### config.mk
export PLATFORM = sky130hd
export DESIGN_NAME = pwbs_stepper
export DESIGN_NICKNAME = d
export VERILOG_FILES = /design/src/pkg/pwbs_pkg.sv /design/src/rtl/pwbs_sync.sv /design/src/rtl/pwbs_stepper.sv
export SDC_FILE = /design/constraint.sdc
export NUM_CORES = 1
export LEC_CHECK = 0
export ABC_AREA = 0
export BUFFER_PORTS_ARGS = -buffer_cell sky130_fd_sc_hd__buf_2
export CORE_MARGIN = 1
export CORE_UTILIZATION = 50
export DETAILED_ROUTE_END_ITERATION = 8
export MAX_ROUTING_LAYER = met4
export PLACE_DENSITY_LB_ADDON = 0.3
export SYNTH_ARGS = -nofsm -noshare
export SYNTH_HDL_FRONTEND = slang
export SYNTH_SLANG_ARGS = --single-unit
### constraint.sdc
create_clock -name clk -period 2.8 [get_ports clk]
set_input_delay 0.14 -clock clk [delete_from_list [all_inputs] [get_ports clk]]
set_output_delay 0.14 -clock clk [all_outputs]
set_load 0.005 [all_outputs]
### src/pkg/pwbs_pkg.sv
// Purpose: shared constants of the single-wire brightness step decoder
// Assumes: 40 MHz core clock, one combined enable/programming wire
// Notes:   times are kept in their printed units; cycle counts derive here
`default_nettype none

package pwbs_pkg;

	// core clock
	localparam int unsigned CLK_HZ        = 40_000_000; // 40 MHz
	localparam int unsigned CLK_PERIOD_NS = 25;         // 25 ns

	// step counter layout
	localparam int unsigned CODE_W    = 5;        // 32 codes
	localparam logic [4:0]  CODE_CTR  = 5'h10;    // centre, 250 mV reference
	localparam logic [4:0]  CODE_MAX  = 5'h1F;    // top code
	localparam logic [4:0]  CODE_MIN  = 5'h00;    // bottom code
	localparam int unsigned STEP_UV   = 15_600;   // reference change per code

	// printed pulse times
	localparam int unsigned UP_MIN_US   = 1;      // increase, least
	localparam int unsigned UP_MAX_US   = 75;     // increase, longest
	localparam int unsigned DN_MIN_US   = 180;    // decrease, least
	localparam int unsigned DN_MAX_US   = 300;    // decrease, longest
	localparam int unsigned OFF_MIN_US  = 550;    // setting discarded
	localparam int unsigned SHUT_MIN_MS = 50;     // full shutdown

	// least times round up, longest times round down
	localparam int unsigned UP_MIN_CYC =
		(UP_MIN_US * 1000 + CLK_PERIOD_NS - 1) / CLK_PERIOD_NS;
	localparam int unsigned UP_MAX_CYC = (UP_MAX_US * 1000) / CLK_PERIOD_NS;
	localparam int unsigned DN_MIN_CYC =
		(DN_MIN_US * 1000 + CLK_PERIOD_NS - 1) / CLK_PERIOD_NS;
	localparam int unsigned DN_MAX_CYC = (DN_MAX_US * 1000) / CLK_PERIOD_NS;
	localparam int unsigned OFF_CYC =
		(OFF_MIN_US * 1000 + CLK_PERIOD_NS - 1) / CLK_PERIOD_NS;
	localparam int unsigned SHUT_CYC = SHUT_MIN_MS * (CLK_HZ / 1000);

	// low-time counter wide enough for the shutdown count
	localparam int unsigned LOW_W = 22;

	// wire decoder states, one-hot
	typedef enum logic [3:0] {
		PWBS_OFF   = 4'h1, // shut down, internals idle
		PWBS_RUN   = 4'h2, // wire high, converter switching
		PWBS_PAUSE = 4'h4, // wire low, setting kept
		PWBS_BLANK = 4'h8  // wire low long, setting discarded
	} pwbs_state_t;

endpackage : pwbs_pkg

`default_nettype wire

### src/rtl/pwbs_sync.sv
// Purpose: bring the wire into the clock domain and debounce by agreement
// Assumes: input is asynchronous to clk
// Notes:   the level only moves once the 2nd and 3rd stages agree
`default_nettype none

module pwbs_sync (
	input  wire logic clk,      // core clock
	input  wire logic rst_b,    // synchronous reset, active low
	input  wire logic pin,      // raw wire level
	output var  logic level     // settled level
);
	import pwbs_pkg::*;

	logic s1; // first stage, read only by s2
	logic s2; // second stage
	logic s3; // third stage

	// three-stage chain; reset reads the wire as low (device off)
	always_ff @(posedge clk) begin
		if (!rst_b) begin
			s1    <= 1'b0;
			s2    <= 1'b0;
			s3    <= 1'b0;
			level <= 1'b0;
		end else begin
			s1 <= pin;
			s2 <= s1;
			s3 <= s2;
			// a one-cycle glitch on s2 never reaches level
			if (s2 == s3) begin
				level <= s3;
			end
		end
	end

endmodule : pwbs_sync

`default_nettype wire

### src/rtl/pwbs_stepper.sv
// Purpose: decode low-pulse widths on the enable/programming wire into a
//          5-bit feedback reference step code
// Assumes: 40 MHz clock; wire synchronised internally; reset = power-up
// Notes:   widths are measured on the settled level, so both edges carry
//          the same synchroniser lag and widths are not skewed
`default_nettype none

// Overview of operation
// - shut down only after 50 ms low
// - short low stops switching, internals stay active
// - enabling loads the centre code, 250 mV
// - fifteen steps up and sixteen down from centre
// - low over 550 us discards the setting
// - 32 codes of 15.6 mV each
// - code holds until reprogrammed
// - short low increments, medium low decrements
// - 1 kHz enable dimming never shuts down
module pwbs_stepper #(
	parameter int unsigned DN_MIN_CYCLES = pwbs_pkg::DN_MIN_CYC, // 180 us
	parameter int unsigned DN_MAX_CYCLES = pwbs_pkg::DN_MAX_CYC, // 300 us
	parameter int unsigned OFF_CYCLES    = pwbs_pkg::OFF_CYC,    // 550 us
	parameter int unsigned SHUT_CYCLES   = pwbs_pkg::SHUT_CYC    // 50 ms
) (
	input  wire logic        clk,                      // 40 MHz
	input  wire logic        rst_b,                    // sync, active low
	input  wire logic        current_program_pin,      // raw wire
	output var  logic [4:0]  feedback_reference_level, // step code
	output logic             switch_en,                // converter runs
	output logic             internal_active,          // not shut down
	output logic             step_up_pulse,            // code went up
	output logic             step_down_pulse           // code went down
);
	import pwbs_pkg::*;

	logic             wire_lvl;   // settled wire level
	logic             wire_q;     // settled level, one cycle late
	logic [LOW_W-1:0] low_cnt;    // cycles the wire has been low
	logic [LOW_W-1:0] next_low_cnt;
	pwbs_state_t      state;      // decoder state
	pwbs_state_t      next_state;
	logic [4:0]       next_level; // next step code
	logic             up_q;       // registered step strobes
	logic             dn_q;

	// the pin is asynchronous, so it passes the agreement synchroniser
	pwbs_sync u_sync (
		.clk   (clk),
		.rst_b (rst_b),
		.pin   (current_program_pin),
		.level (wire_lvl)
	);

	// decoded conditions, all continuous
	wire in_off   = (state == PWBS_OFF);
	wire in_run   = (state == PWBS_RUN);
	wire in_pause = (state == PWBS_PAUSE);
	wire in_blank = (state == PWBS_BLANK);
	wire rise     = wire_lvl & ~wire_q;            // end of a low pulse
	wire low_sat  = (low_cnt == {LOW_W{1'b1}});    // counter parked
	wire off_hit  = ~wire_lvl & (low_cnt >= LOW_W'(OFF_CYCLES));
	wire shut_hit = ~wire_lvl & (low_cnt >= LOW_W'(SHUT_CYCLES));
	wire is_up    = (low_cnt >= LOW_W'(UP_MIN_CYC)) &&
	                (low_cnt <= LOW_W'(UP_MAX_CYC));
	wire is_dn    = (low_cnt >= LOW_W'(DN_MIN_CYCLES)) &&
	                (low_cnt <= LOW_W'(DN_MAX_CYCLES));
	// steps only count for a pulse short enough to keep the setting
	wire take_up  = rise & in_pause & is_up &
	                (feedback_reference_level != CODE_MAX);
	wire take_dn  = rise & in_pause & is_dn &
	                (feedback_reference_level != CODE_MIN);
	wire go_blank = in_pause & off_hit;
	// one code up or down; the carry out is dropped on purpose, since
	// saturation already keeps the step from reaching past either end
	wire [4:0] code_inc = 5'(feedback_reference_level + 5'h01);
	wire [4:0] code_dec = 5'(feedback_reference_level - 5'h01);

	// low time: restart when high, stop at the top instead of wrapping
	assign next_low_cnt = wire_lvl ? '0 :
	                      (low_sat ? low_cnt : low_cnt + LOW_W'(1));

	// step code: discard on long low, else one step per decoded pulse;
	// widths in neither window fall through and leave the code alone
	assign next_level = go_blank ? CODE_CTR :
	                    in_off   ? CODE_CTR :
	                    take_up  ? code_inc :
	                    take_dn  ? code_dec :
	                    feedback_reference_level;

	// converter only switches while the wire is high and awake
	assign switch_en       = in_run;
	assign internal_active = ~in_off;
	assign step_up_pulse   = up_q;
	assign step_down_pulse = dn_q;

	// state transitions
	always_comb begin
		next_state = state;
		case (state)
			PWBS_OFF: begin
				if (wire_lvl) begin
					next_state = PWBS_RUN;
				end
			end
			PWBS_RUN: begin
				if (!wire_lvl) begin
					next_state = PWBS_PAUSE;
				end
			end
			PWBS_PAUSE: begin
				if (wire_lvl) begin
					next_state = PWBS_RUN;
				end else if (off_hit) begin
					next_state = PWBS_BLANK;
				end
			end
			PWBS_BLANK: begin
				if (wire_lvl) begin
					next_state = PWBS_RUN;
				end else if (shut_hit) begin
					next_state = PWBS_OFF;
				end
			end
			default: begin
				next_state = PWBS_OFF;  // illegal code recovers to off
			end
		endcase
	end

	// state and level registers
	always_ff @(posedge clk) begin
		if (!rst_b) begin
			state                    <= PWBS_OFF;
			feedback_reference_level <= CODE_CTR;
		end else begin
			state                    <= next_state;
			feedback_reference_level <= next_level;
		end
	end

	// edge history, low timer and step strobes
	always_ff @(posedge clk) begin
		if (!rst_b) begin
			wire_q  <= 1'b0;
			low_cnt <= '0;
			up_q    <= 1'b0;
			dn_q    <= 1'b0;
		end else begin
			wire_q  <= wire_lvl;
			low_cnt <= next_low_cnt;
			up_q    <= take_up;
			dn_q    <= take_dn;
		end
	end
endmodule : pwbs_stepper

`default_nettype wire

==> summary.md, run 1 <==
| Metric | Value |
|---|---|
| Final hold violations | `0` |
| Max cap viols | `0` |
| Area Overhead vs Synth | `12.9%` |
| Post-Layout Cell Count | `364` |
| Core Footprint | `0.00444 mm^2` |
| Top Family by Delay on Critical Path | `simple AND/OR/NAND/NOR gates` |
| Root buf cell | `clkbuf_8` |
| Global placement routability congestion | `0.937` |
| Largest register FFs | `22` |
| Reg power frac | `56.3%` |
| Routed Antenna Nets | `0` |
| RSZ-0062 raised after global routing | `true` |
| Hold_buf cts | `0` |
| First-pass GRT wire length | `9090 um` |
| Placed cells | `355` |
| Top cells by area, synth | `dfxtp_1 32%, nor2_1 5.4%, xnor2_1 5.2%` |
| TritonCTS clock tree | `built` |
| Vias/cell | `5.82` |
| Drt first pass iters | `5` |
| Final Core Density | `60.0%` |
| Register bit total from synthesis | `38` |
| Period utilization | `100%` |
| Setup violators final | `1` |
| Largest regs | `low_cnt: 22 flops, feedback_reference_level: 5 flops, state: 4 flops` |
| Top cells by count, synth | `38 x dfxtp_1, 34 x nor2_1, 23 x nand2_1` |
| Clk buf depth | `2` |
| Detailed-placement wirelength estimate | `3860 um` |
| Post-Synthesis Cells | `277` |
| N_diodes | `0` |
| CTS sink count | `38` |
| Critical Path Start Type | `flip-flop` |
| Grt total ovfl | `0` |
| Max-slew headroom | `42.2%` |
| Synth unique cells | `61` |
| Worst Tran Pin Value | `0.866 ns` |
| Req. time, crit path | `2.99 ns` |
| Peak supply drop | `246 uV` |
| Net Sw Frac | `23.2%` |
| Failing checks | `setup timing` |
| Syn_nets | `286` |
| Worst-path clk slew | `0.08 ns` |
| Clock share of power | `40.8%` |
| Share of post-route cells with drive strength above 1 | `25.3%` |
| Cell Chain, Critical Path | `or4b_4 -> nor4_2 -> a31o_1 -> and4_4 -> inv_2 -> fa_2 -> a21o_2 -> a21o_2 -> o41ai_2 -> xnor2_1 -> nand2b_1` |
| H-tree levels | `2` |
| Register area share after synthesis | `32.2%` |
| Initial drt markers | `191` |
| Syn_area_per_cell | `8.52 um^2` |
| Max frequency | `357 MHz` |
| Slowest cell on crit path | `or4b_4` |
| Power per cell area | `368 mW/mm^2` |
| Leak | `1.03 nW` |
| Largest net degree at the start of global routing | `23` |
| Logic pwr share | `3.0%` |
| P_int | `754 uW` |
| Min Clock Period, post-route | `2.80 ns` |
| Die W | `70.7 um` |
| Share of the synthesized area in the top cell type | `32.2%` |
| Clock skew | `0.00726 ns` |
| Clock latency on the worst-skew pair | `0.29 ns` |
| Die height | `70.7 um` |
| HP Class | `in2reg` |
| Number of global-route vias before repair | `1976` |
| DR WL/cell | `14.4 um` |
| Pwr Total | `981 uW` |
| Sw Pwr | `227 uW` |
| Max Slew Vio Count | `0` |
| Critical Path Fanout Max | `4` |
| EDFF count, synth | `0` |
| CP peak stage delay | `0.53 ns` |
| Outcome | `complete, but fails checks` |
| Worst path bufs/invs | `1` |
| CP arrival | `2.99 ns` |
| Via count | `2119` |
| Cell with the most instances after synthesis | `dfxtp_1` |
| WL final | `5230 um` |
| Ys flop type | `dfxtp_1` |
| Most flop-heavy register | `low_cnt` |
| Post-route setup slack | `-0.00295 ns` |
| Initial antenna violation count | `0` |
| Synth area leader | `dfxtp_1` |
| DRC violations left | `0` |
| Cell area after synthesis | `0.00236 mm^2` |
| Initial Util | `53.1%` |
| Crit. End Element | `flip-flop` |
| Crit path kind | `reg2reg` |
| Most Frequent Cell on Critical Path | `a21o_2` |
| I/O Pins | `12` |
| YS warnings | `0` |
| Row Count | `24` |
| Async SR Flop Fraction | `0%` |
| Die Footprint | `0.00500 mm^2` |
| GRT Overall Usage | `23.8%` |
| Nets | `320` |
| TritonCTS Buffers | `5` |
| I/O Buffers | `11` |
-- power groups by stage --
stage,Clock (mW),Combinational [mW],Sequential (mW)
finish,0.400,0.0293,0.552
global route,0.433,0.0330,0.552
CTS,0.411,0.0293,0.552
detailed placement,0,0.0293,0.565
global placement,0,0.0288,0.564
floorplan,0,0.0242,0.563
-- area by class of cell --
type | count | area [um^2]
Sequential cell | 38 | 762
Tap cell | 52 | 65.1
Clock buffer | 6 | 82.6
Multi-Input combinational cell | 215 | 1420
Clock inverter | 2 | 12.5
Timing Repair Buffer | 43 | 295
Fill cell | 403 | 1780
Inverter | 8 | 30.0
-- layout by cell type, fill, tap and decap left out, types with 4 or more instances in the layout --
cell      Yosys  final
inv_1         8      7
o21ai_0      13     13
nor3_1       13     13
xnor2_1      14     14
xor2_1        5      5
nand3_1      12     12
nor2_1       34     34
nor4_1        5      5
clkbuf_8      2      6
a21oi_1      13     13
nand4_1       9      9
buf_2         1     11
or3_1         4      4
dfxtp_1      38     37
buf_4         1     32
nand2_1      23     23
ha_1          5      5
and2_1        6      6
-- per-stage QoR --
step | TNS (ns) | cell area, um^2 | hold WS (ns) | setup WS, ns
global route | -0.138 | 2670 | 0.0451 | -0.138
finish | -0.00295 | 2670 | 0.0518 | -0.00295
floorplan | -0.167 | 2360 | 0.256 | -0.167
detailed placement | -0.152 | 2560 | 0.356 | -0.152
CTS | -0.100 | 2670 | 0.0476 | -0.100
global placement | -0.114 | 2560 | 0.351 | -0.114
-- cell families (layout without fill, tap and decap cells) --
group,count (synthesis),in the layout,share of synthesized area [%]
AOI/OAI and AO/OA,52,52,15.8
and+or+nand+nor,135,135,32.3
adders and majority gates,6,6,3.50
buffers and inverters,24,59,7.79
DFF,38,38,32.2
xor gates and xnor gates,19,19,7.05
muxes,3,3,1.27
-- path summary, 6_finish.rpt --
check	cells past startpoint	start	slack [ns]	endpoint
worst max-delay path	11	low_cnt[13]	-0.003	feedback_reference_level[4]
worst max register to register	11	low_cnt[13]	-0.003	feedback_reference_level[4]
worst min register to register	1	u_sync.s1	0.44	u_sync.s2
worst min-delay path	2	current_program_pin	0.05	u_sync.s1
-- worst reg2reg max path, stage by stage (launching register included) --
cell      delay, ns
dfxtp_2        0.32
or4b_4         0.53
nor4_2         0.14
a31o_1         0.19
and4_4         0.21
inv_2          0.06
fa_2           0.33
a21o_2         0.20
a21o_2         0.20
o41ai_2        0.30
xnor2_1        0.16
nand2b_1       0.06
-- timing repair --
| item | CTS | global route |
|---|---|---|
| setup endpoints to repair | 1 | 1 |
| pin swaps | 6 | 2 |
| gates resized for setup | 2 | 0 |
| setup buffers | 1 | 0 |
-- layer usage --
| layer | wire length, um | share of wire [%] | global-route usage, % | up-vias |
|---|---|---|---|---|
| li1 | - | - | - | 1059 |
| met1 | 2490 | 48 | 30.5 | 985 |
| met2 | 2410 | 46 | 37.0 | 64 |
| met3 | 235 | 4.5 | 3.85 | 11 |
| met4 | 102 | 2.0 | 10.4 | 0 |
| met5 | 0 | 0 | - | - |
Note: power is estimated with default switching activity, not from simulation.
==> run 2, diff against run 1 <==
Settings changed: SYNTH_HIERARCHICAL set to 1.
==> summary.md, run 2 <==
| Metric | Value |
|---|---|
| Outcome | `complete, but fails checks` |
| Failing checks | `setup timing` |
| Max cap viols | `0 (unchanged)` |
| Die Footprint | `0.00479 mm^2 (-4.2%)` |
| Cell with the most instances after synthesis | `dfxtp_1` |
| Req. time, crit path | `3.01 ns (+0.02 ns)` |
| Nets | `292 (-8.8%)` |
| Clock share of power | `35.1% (-5.7 points)` |
| Power per cell area | `440 mW/mm^2 (+20%)` |
| Max-slew headroom | `43.1% (+0.90 points)` |
| H-tree levels | `2 (unchanged)` |
| I/O Buffers | `11 (unchanged)` |
| Leak | `0.960 nW (-6.9%)` |
| Drt first pass iters | `4 (-1)` |
| Crit. End Element | `flip-flop` |
| Crit path kind | `reg2reg` |
| Top cells by area, synth | `dfxtp_1 34%, nor2_1 5.5%, xnor2_1 3.9%` |
| Hold Path Origin | `current_program_pin` |
| Synth area leader | `dfxtp_1` |
| Reg area | `762 um^2 (unchanged)` |
| HP Class | `in2reg` |
| Async SR Flop Fraction | `0% (unchanged)` |
| Fill cells | `405 (+0.50%)` |
| Area after DPL | `0.00239 mm^2 (-6.7%)` |
| Largest net degree at the start of global routing | `23 (unchanged)` |
| Post-route cell area | `0.00252 mm^2 (-5.3%)` |
| I/O Pins | `12 (unchanged)` |
| Worst-path clk slew | `0.07 ns (about the same)` |
| Die height | `69.2 um (-2.1%)` |
| WHS | `0.0502 ns (-0.00157 ns)` |
| Critical Path Start Type | `flip-flop` |
| Area Overhead vs Synth | `11.7%` |
| Hold depth | `2 (unchanged)` |
| Worst path bufs/invs | `2 (+1)` |
| Most frequent cells in the layout | `37 x dfxtp_1, 33 x nor2_1, 19 x buf_4` |
| Min Clock Period, post-route | `2.81 ns (+0.00670 ns)` |
| Area of the multi-input gates | `0.00138 mm^2 (-2.6%)` |
| Initial Util | `51.9% (-1.2 points)` |
| Reg power frac | `51.9% (-4.4 points)` |
| Peak supply drop | `312 uV (+27%)` |
| WL final | `4680 um (-11%)` |
| Register bit total from synthesis | `38 (unchanged)` |
| Number of global-route vias before repair | `1720 (-13%)` |
| Critical Path Stages | `11 (unchanged)` |
| CP arrival | `3.02 ns (+0.03 ns)` |
| Core Footprint | `0.00435 mm^2 (-2.0%)` |
| Sw Pwr | `299 uW (+31%)` |
| Reg-to-Reg Start | `low_cnt[15]` |
| Setup violators final | `1 (unchanged)` |
| R2R Path End | `feedback_reference_level[3]` |
| Via count | `1905 (-10%)` |
| Share of post-route cells with drive strength above 1 | `21.5% (-3.8 points)` |
| GRT Overall Usage | `20.8% (-3.0 points)` |
| Vias/cell | `5.67 (-2.6%)` |
| RSZ-0062 raised after global routing | `true` |
| Register area share after synthesis | `33.7% (+1.4 points)` |
| Global placement routability congestion | `0.845 (-9.7%)` |
| Period utilization | `100% (+0.24 points)` |
| Final Core Density | `58.0% (-2.0 points)` |
| Largest regs | `low_cnt: 22 flops, feedback_reference_level: 5 flops, state: 4 flops` |
| N_diodes | `0 (unchanged)` |
| Placed cells | `326 (-8.2%)` |
| Post-route setup slack | `-0.00965 ns (-0.00670 ns)` |
| Net Sw Frac | `26.9% (+3.7 points)` |
| Post-Layout Cell Count | `336 (-7.7%)` |
| Max frequency | `356 MHz (-0.24%)` |
| Largest register FFs | `22 (unchanged)` |
| Initial antenna violation count | `0 (unchanged)` |
| Top Family by Delay on Critical Path | `simple AND/OR/NAND/NOR gates` |
| DRC violations left | `0 (unchanged)` |
| Slowest cell on crit path | `or4_4` |
| Worst Tran Pin Value | `0.853 ns (-0.0136 ns)` |
| CP peak stage delay | `0.54 ns (about the same)` |
| P_int | `813 uW (+7.8%)` |
| Top cells by count, synth | `38 x dfxtp_1, 33 x nor2_1, 15 x a21oi_1, 15 x nand2_1, 14 x nand3_1` |
| Detailed-placement wirelength estimate | `3290 um (-15%)` |
| First-pass GRT wire length | `7940 um (-13%)` |
| Syn_nets | `269 (-5.9%)` |
| Logic pwr share | `13.0% (+10 points)` |
| DR WL/cell | `13.9 um (-3.1%)` |
| Clk buf depth | `2 (unchanged)` |
| Pwr Total | `1.11 mW (+13%)` |
| Most flop-heavy register | `low_cnt` |
| Syn_area_per_cell | `8.69 um^2 (+2.0%)` |
| CTS sink count | `38 (unchanged)` |
| Cell area after synthesis | `0.00226 mm^2 (-4.3%)` |
| Commonest non-fill, non-tap cell in the layout | `dfxtp_1` |
| EDFF count, synth | `0 (unchanged)` |
| Share of the synthesized area in the top cell type | `33.7% (+1.4 points)` |
| Row Count | `24 (unchanged)` |
| Critical Path Fanout Max | `4 (unchanged)` |
| TritonCTS clock tree | `built` |
| Grt total ovfl | `0 (unchanged)` |
| Die W | `69.2 um (-2.1%)` |
| Cell Chain, Critical Path | `or4_4 -> nor4_4 -> and4_1 -> nand4_1 -> buf_4 -> ha_1 -> buf_4 -> a21oi_2 -> xor2_1 -> or3_1 -> a21oi_2` |
| Max Slew Vio Count | `0 (unchanged)` |
| Reg2Reg Depth | `11 (unchanged)` |
| Ys flop type | `dfxtp_1` |
| Clock skew | `0.00372 ns (-0.00354 ns)` |
| Final hold violations | `0 (unchanged)` |
| Root buf cell | `clkbuf_8` |
| Routed Antenna Nets | `0 (unchanged)` |
| Post-Synthesis Cells | `260 (-6.1%)` |
| Flop2flop setup slack | `-0.01 ns (about the same)` |
| WHS Endpoint | `u_sync/s1` |
| Clock latency on the worst-skew pair | `0.28 ns (about the same)` |
| Synth unique cells | `60 (-1.6%)` |
| YS warnings | `6 (+6)` |
| Initial drt markers | `102 (-47%)` |
| TritonCTS Buffers | `5 (unchanged)` |
-- run 2: changes by cell type after synthesis, sizes merged, moves of 3 or more --
cell	before	now
o21ai	14	10
or4	1	4
and4	2	8
xnor2	14	10
xor2	5	10
mux2i	3	0
buf	10	6
nor3	15	8
nand2	24	15
-- run 2: power groups by stage --
stage          clock network (mW)  registers, mW  logic [mW]
3_5_place_dp                    0          0.589       0.142
2_1_floorplan                   0          0.576       0.112
4_1_cts                     0.403          0.577       0.143
3_3_place_gp                    0          0.589       0.141
6_report                    0.390          0.577       0.144
5_1_grt                     0.424          0.580       0.163
-- run 2: worst register-to-register path: stages, from the launching register on --
cell and delay (ns):
dfxtp_2 0.32, or4_4 0.54, nor4_4 0.16, and4_1 0.26
nand4_1 0.14, buf_4 0.21, ha_1 0.29, buf_4 0.15
a21oi_2 0.12, xor2_1 0.07, or3_1 0.32, a21oi_2 0.16
-- run 2: area by class of cell --
class,count,area share (%)
clock buffer,7,3.42
clock inverter,1,0.198
inverter,7,1.04
multi-input combinational,201,54.8
sequential,38,30.2
tap,52,2.58
timing repair buffer,30,7.83
-- run 2: stage by stage --
| stage | TNS (ns) | setup WS, ns |
|---|---|---|
| 2_1_floorplan | 0 | 0.00314 |
| 3_3_place_gp | 0 | 0.0439 |
| 3_5_place_dp | -0.0363 | -0.0343 |
| 4_1_cts | -0.0196 | -0.0122 |
| 5_1_grt | -0.279 | -0.134 |
| 6_report | -0.00965 | -0.00965 |
-- run 2: how the worst max path moves through the flow --
stage | start | end | slack [ns]
6_report | low_cnt[15] | feedback_reference_level[3] | -0.01
5_1_grt | low_cnt[15] | feedback_reference_level[4] | -0.13
4_1_cts | low_cnt[15] | feedback_reference_level[3] | -0.01
3_5_place_dp | low_cnt[15] | feedback_reference_level[3] | -0.03
3_3_place_gp | low_cnt[15] | feedback_reference_level[4] | 0.04
2_1_floorplan | low_cnt[15] | feedback_reference_level[4] | 0.003
-- run 2: cell families after synthesis --
family	Yosys count	synth area share, %
xor gates and xnor gates	20	7.75
and+or+nand+nor	128	33.5
buffers and inverters	21	6.37
adders and majority gates	6	3.65
DFF	38	33.7
AOI/OAI and AO/OA	47	15.1
-- run 2: routing by layer --
metal,GRT usage [%],wire (um),vias up
li1,-,-,988
met1,28.4,2350,884
met2,32.4,2160,31
met3,3.49,136,2
met4,4.76,28,0
met5,-,0,-
-- run 2: repair_timing --
item	in CTS	in global routing
gates resized for setup	2	4
buffers inserted	2	0
endpoints found under the hold margin	0	0
endpoints found under the setup margin	2	3
pin swaps	1	2
hold buffers	0	0
==> run 3, diff against run 2 <==
Settings changed: CELL_PAD_IN_SITES_DETAIL_PLACEMENT set to 1, CELL_PAD_IN_SITES_GLOBAL_PLACEMENT set to 1, CORE_UTILIZATION 50 to 42.
==> summary.md, run 3 (synthesis results as in run 2) <==
| Metric | Value |
|---|---|
| I/O Buffers | `11 (unchanged)` |
| Slowest cell on crit path | `or4_4` |
| Nets | `303 (+3.8%)` |
| Die Footprint | `0.00568 mm^2 (+18%)` |
| Crit path kind | `reg2reg` |
| First-pass GRT wire length | `9600 um (+21%)` |
| Power per cell area | `492 mW/mm^2 (+12%)` |
| Max Slew Vio Count | `0 (unchanged)` |
| CTS sink count | `38 (unchanged)` |
| Share of post-route cells with drive strength above 1 | `25.4% (+3.9 points)` |
| Crit path from | `low_cnt[21]` |
| Clk buf depth | `2 (unchanged)` |
| Critical Path Fanout Max | `4 (unchanged)` |
| Most frequent cells in the layout | `36 x dfxtp_1, 33 x nor2_1, 29 x buf_4` |
| Clock skew | `0.00566 ns (+0.00195 ns)` |
| Initial antenna violation count | `0 (unchanged)` |
| HP Class | `in2reg` |
| Leak | `1.04 nW (+8.5%)` |
| Die height | `75.4 um (+8.8%)` |
| WL final | `5770 um (+23%)` |
| Initial Util | `44.0% (-7.9 points)` |
| Grt total ovfl | `0 (unchanged)` |
| Detailed-placement wirelength estimate | `4100 um (+25%)` |
| Largest register FFs | `22 (unchanged)` |
| Vias/cell | `5.56 (-2.0%)` |
| N_diodes | `0 (unchanged)` |
| Commonest non-fill, non-tap cell in the layout | `dfxtp_1` |
| DRC violations left | `0 (unchanged)` |
| Reg-to-Reg Start | `low_cnt[21]` |
| DR WL/cell | `15.8 um (+13%)` |
| Outcome | `completed` |
| Fill cells | `644 (+59%)` |
| Max frequency | `360 MHz (+1.1%)` |
| Reg area | `763 um^2 (+0.16%)` |
| Root buf cell | `clkbuf_8` |
| Hold_buf cts | `0 (unchanged)` |
| Cell Chain, Critical Path | `or4_4 -> nor4_4 -> and4_1 -> nand4_1 -> buf_6 -> ha_4 -> buf_4 -> a21oi_2 -> xor2_1 -> or3_1 -> a21oi_2` |
| TritonCTS clock tree | `built` |
| Hold Path Origin | `current_program_pin` |
| Largest net degree at the start of global routing | `23 (unchanged)` |
| Peak supply drop | `310 uV (-0.82%)` |
| WHS | `0.0414 ns (-0.00879 ns)` |
| Routed Antenna Nets | `0 (unchanged)` |
| Area Overhead vs Synth | `19.4%` |
| GRT Overall Usage | `23.1% (+2.3 points)` |
| Final setup TNS | `0 ns (+0.00965 ns)` |
| CP peak stage delay | `0.54 ns (about the same)` |
| RSZ-0062 raised after global routing | `true` |
| Final hold violations | `0 (unchanged)` |
| Via count | `2029 (+6.5%)` |
| Most Frequent Cell on Critical Path | `a21oi_2` |
| Min Clock Period, post-route | `2.78 ns (-0.0307 ns)` |
| I/O Pins | `12 (unchanged)` |
| Core Footprint | `0.00514 mm^2 (+18%)` |
| TritonCTS Buffers | `5 (unchanged)` |
| Clock latency on the worst-skew pair | `0.29 ns (about the same)` |
| H-tree levels | `2 (unchanged)` |
| Die W | `75.4 um (+8.8%)` |
| CP arrival | `3.00 ns (-0.02 ns)` |
| Setup violators final | `0 (-1)` |
| Worst-path clk slew | `0.08 ns (about the same)` |
| Worst Tran Pin Value | `0.864 ns (+0.0108 ns)` |
| Crit. End Element | `flip-flop` |
| Req. time, crit path | `3.03 ns (+0.02 ns)` |
| Max cap viols | `0 (unchanged)` |
| Largest regs | `low_cnt: 22 flops, feedback_reference_level: 5 flops, state: 4 flops` |
| Most flop-heavy register | `low_cnt` |
| Global placement routability congestion | `0.845 (about the same)` |
| Max-slew headroom | `42.4% (-0.72 points)` |
| Area of the multi-input gates | `0.00140 mm^2 (+0.90%)` |
| Drt first pass iters | `6 (+2)` |
| Number of global-route vias before repair | `2002 (+16%)` |
| Initial drt markers | `173 (+70%)` |
| Row Count | `26 (+8.3%)` |
| Worst path bufs/invs | `2 (unchanged)` |
| Top Family by Delay on Critical Path | `simple AND/OR/NAND/NOR gates` |
| Final Core Density | `52.5% (-5.5 points)` |
| Pwr Total | `1.33 mW (+19%)` |
| Period utilization | `99.2% (-1.1 points)` |
| Critical Path Start Type | `flip-flop` |
-- run 3: area by class of cell --
type | instances | share of cell area (%)
tap | 70 | 3.25
clock inverter | 2 | 2.23
multi-input combinational | 201 | 51.7
timing repair buffer | 41 | 10.5
sequential | 38 | 28.3
clock buffer | 6 | 3.06
inverter | 7 | 0.974
-- run 3: power breakdown --
group / internal (mW) / switching [mW] / leakage [nW]
sequential: 0.557 / 0.00899 / 0.308
clock: 0.380 / 0.207 / 0.0714
combinational: 0.0677 / 0.107 / 0.663
-- run 3: through the flow --
step	cell area (um^2)	instances	worst slack (ns)
finish	2700	365	0.0210
global route	2700	365	-0.105
CTS	2680	364	-0.0612
detailed placement	2470	352	-0.103
global placement	2470	352	-0.00781
floorplan	2260	260	0.00314
-- run 3: metal layers --
metal / wire length, um / vias to the layer above / GRT usage (%)
met2: 2900 / 26 / 40.8
li1: - / 1013 / -
met1: 2690 / 985 / 27.2
met4: 45 / 0 / 6.17
met5: 0 / - / -
met3: 133 / 5 / 3.97
-- run 3: worst paths after layout --
kind | to | slack (ns) | depth (start not counted)
worst max-delay path | feedback_reference_level[3] | 0.02 | 11
worst min-delay path | u_sync/s1 | 0.04 | 2
worst max register to register | feedback_reference_level[3] | 0.02 | 11
worst min register to register | u_sync/s2 | 0.44 | 1
-- run 3: what timing repair did --
item	4_1_cts	5_1_grt
setup endpoints to repair	3	3
pin swaps	9	5
cloned	0	0
setup buffers	4	1
resized for setup	7	3
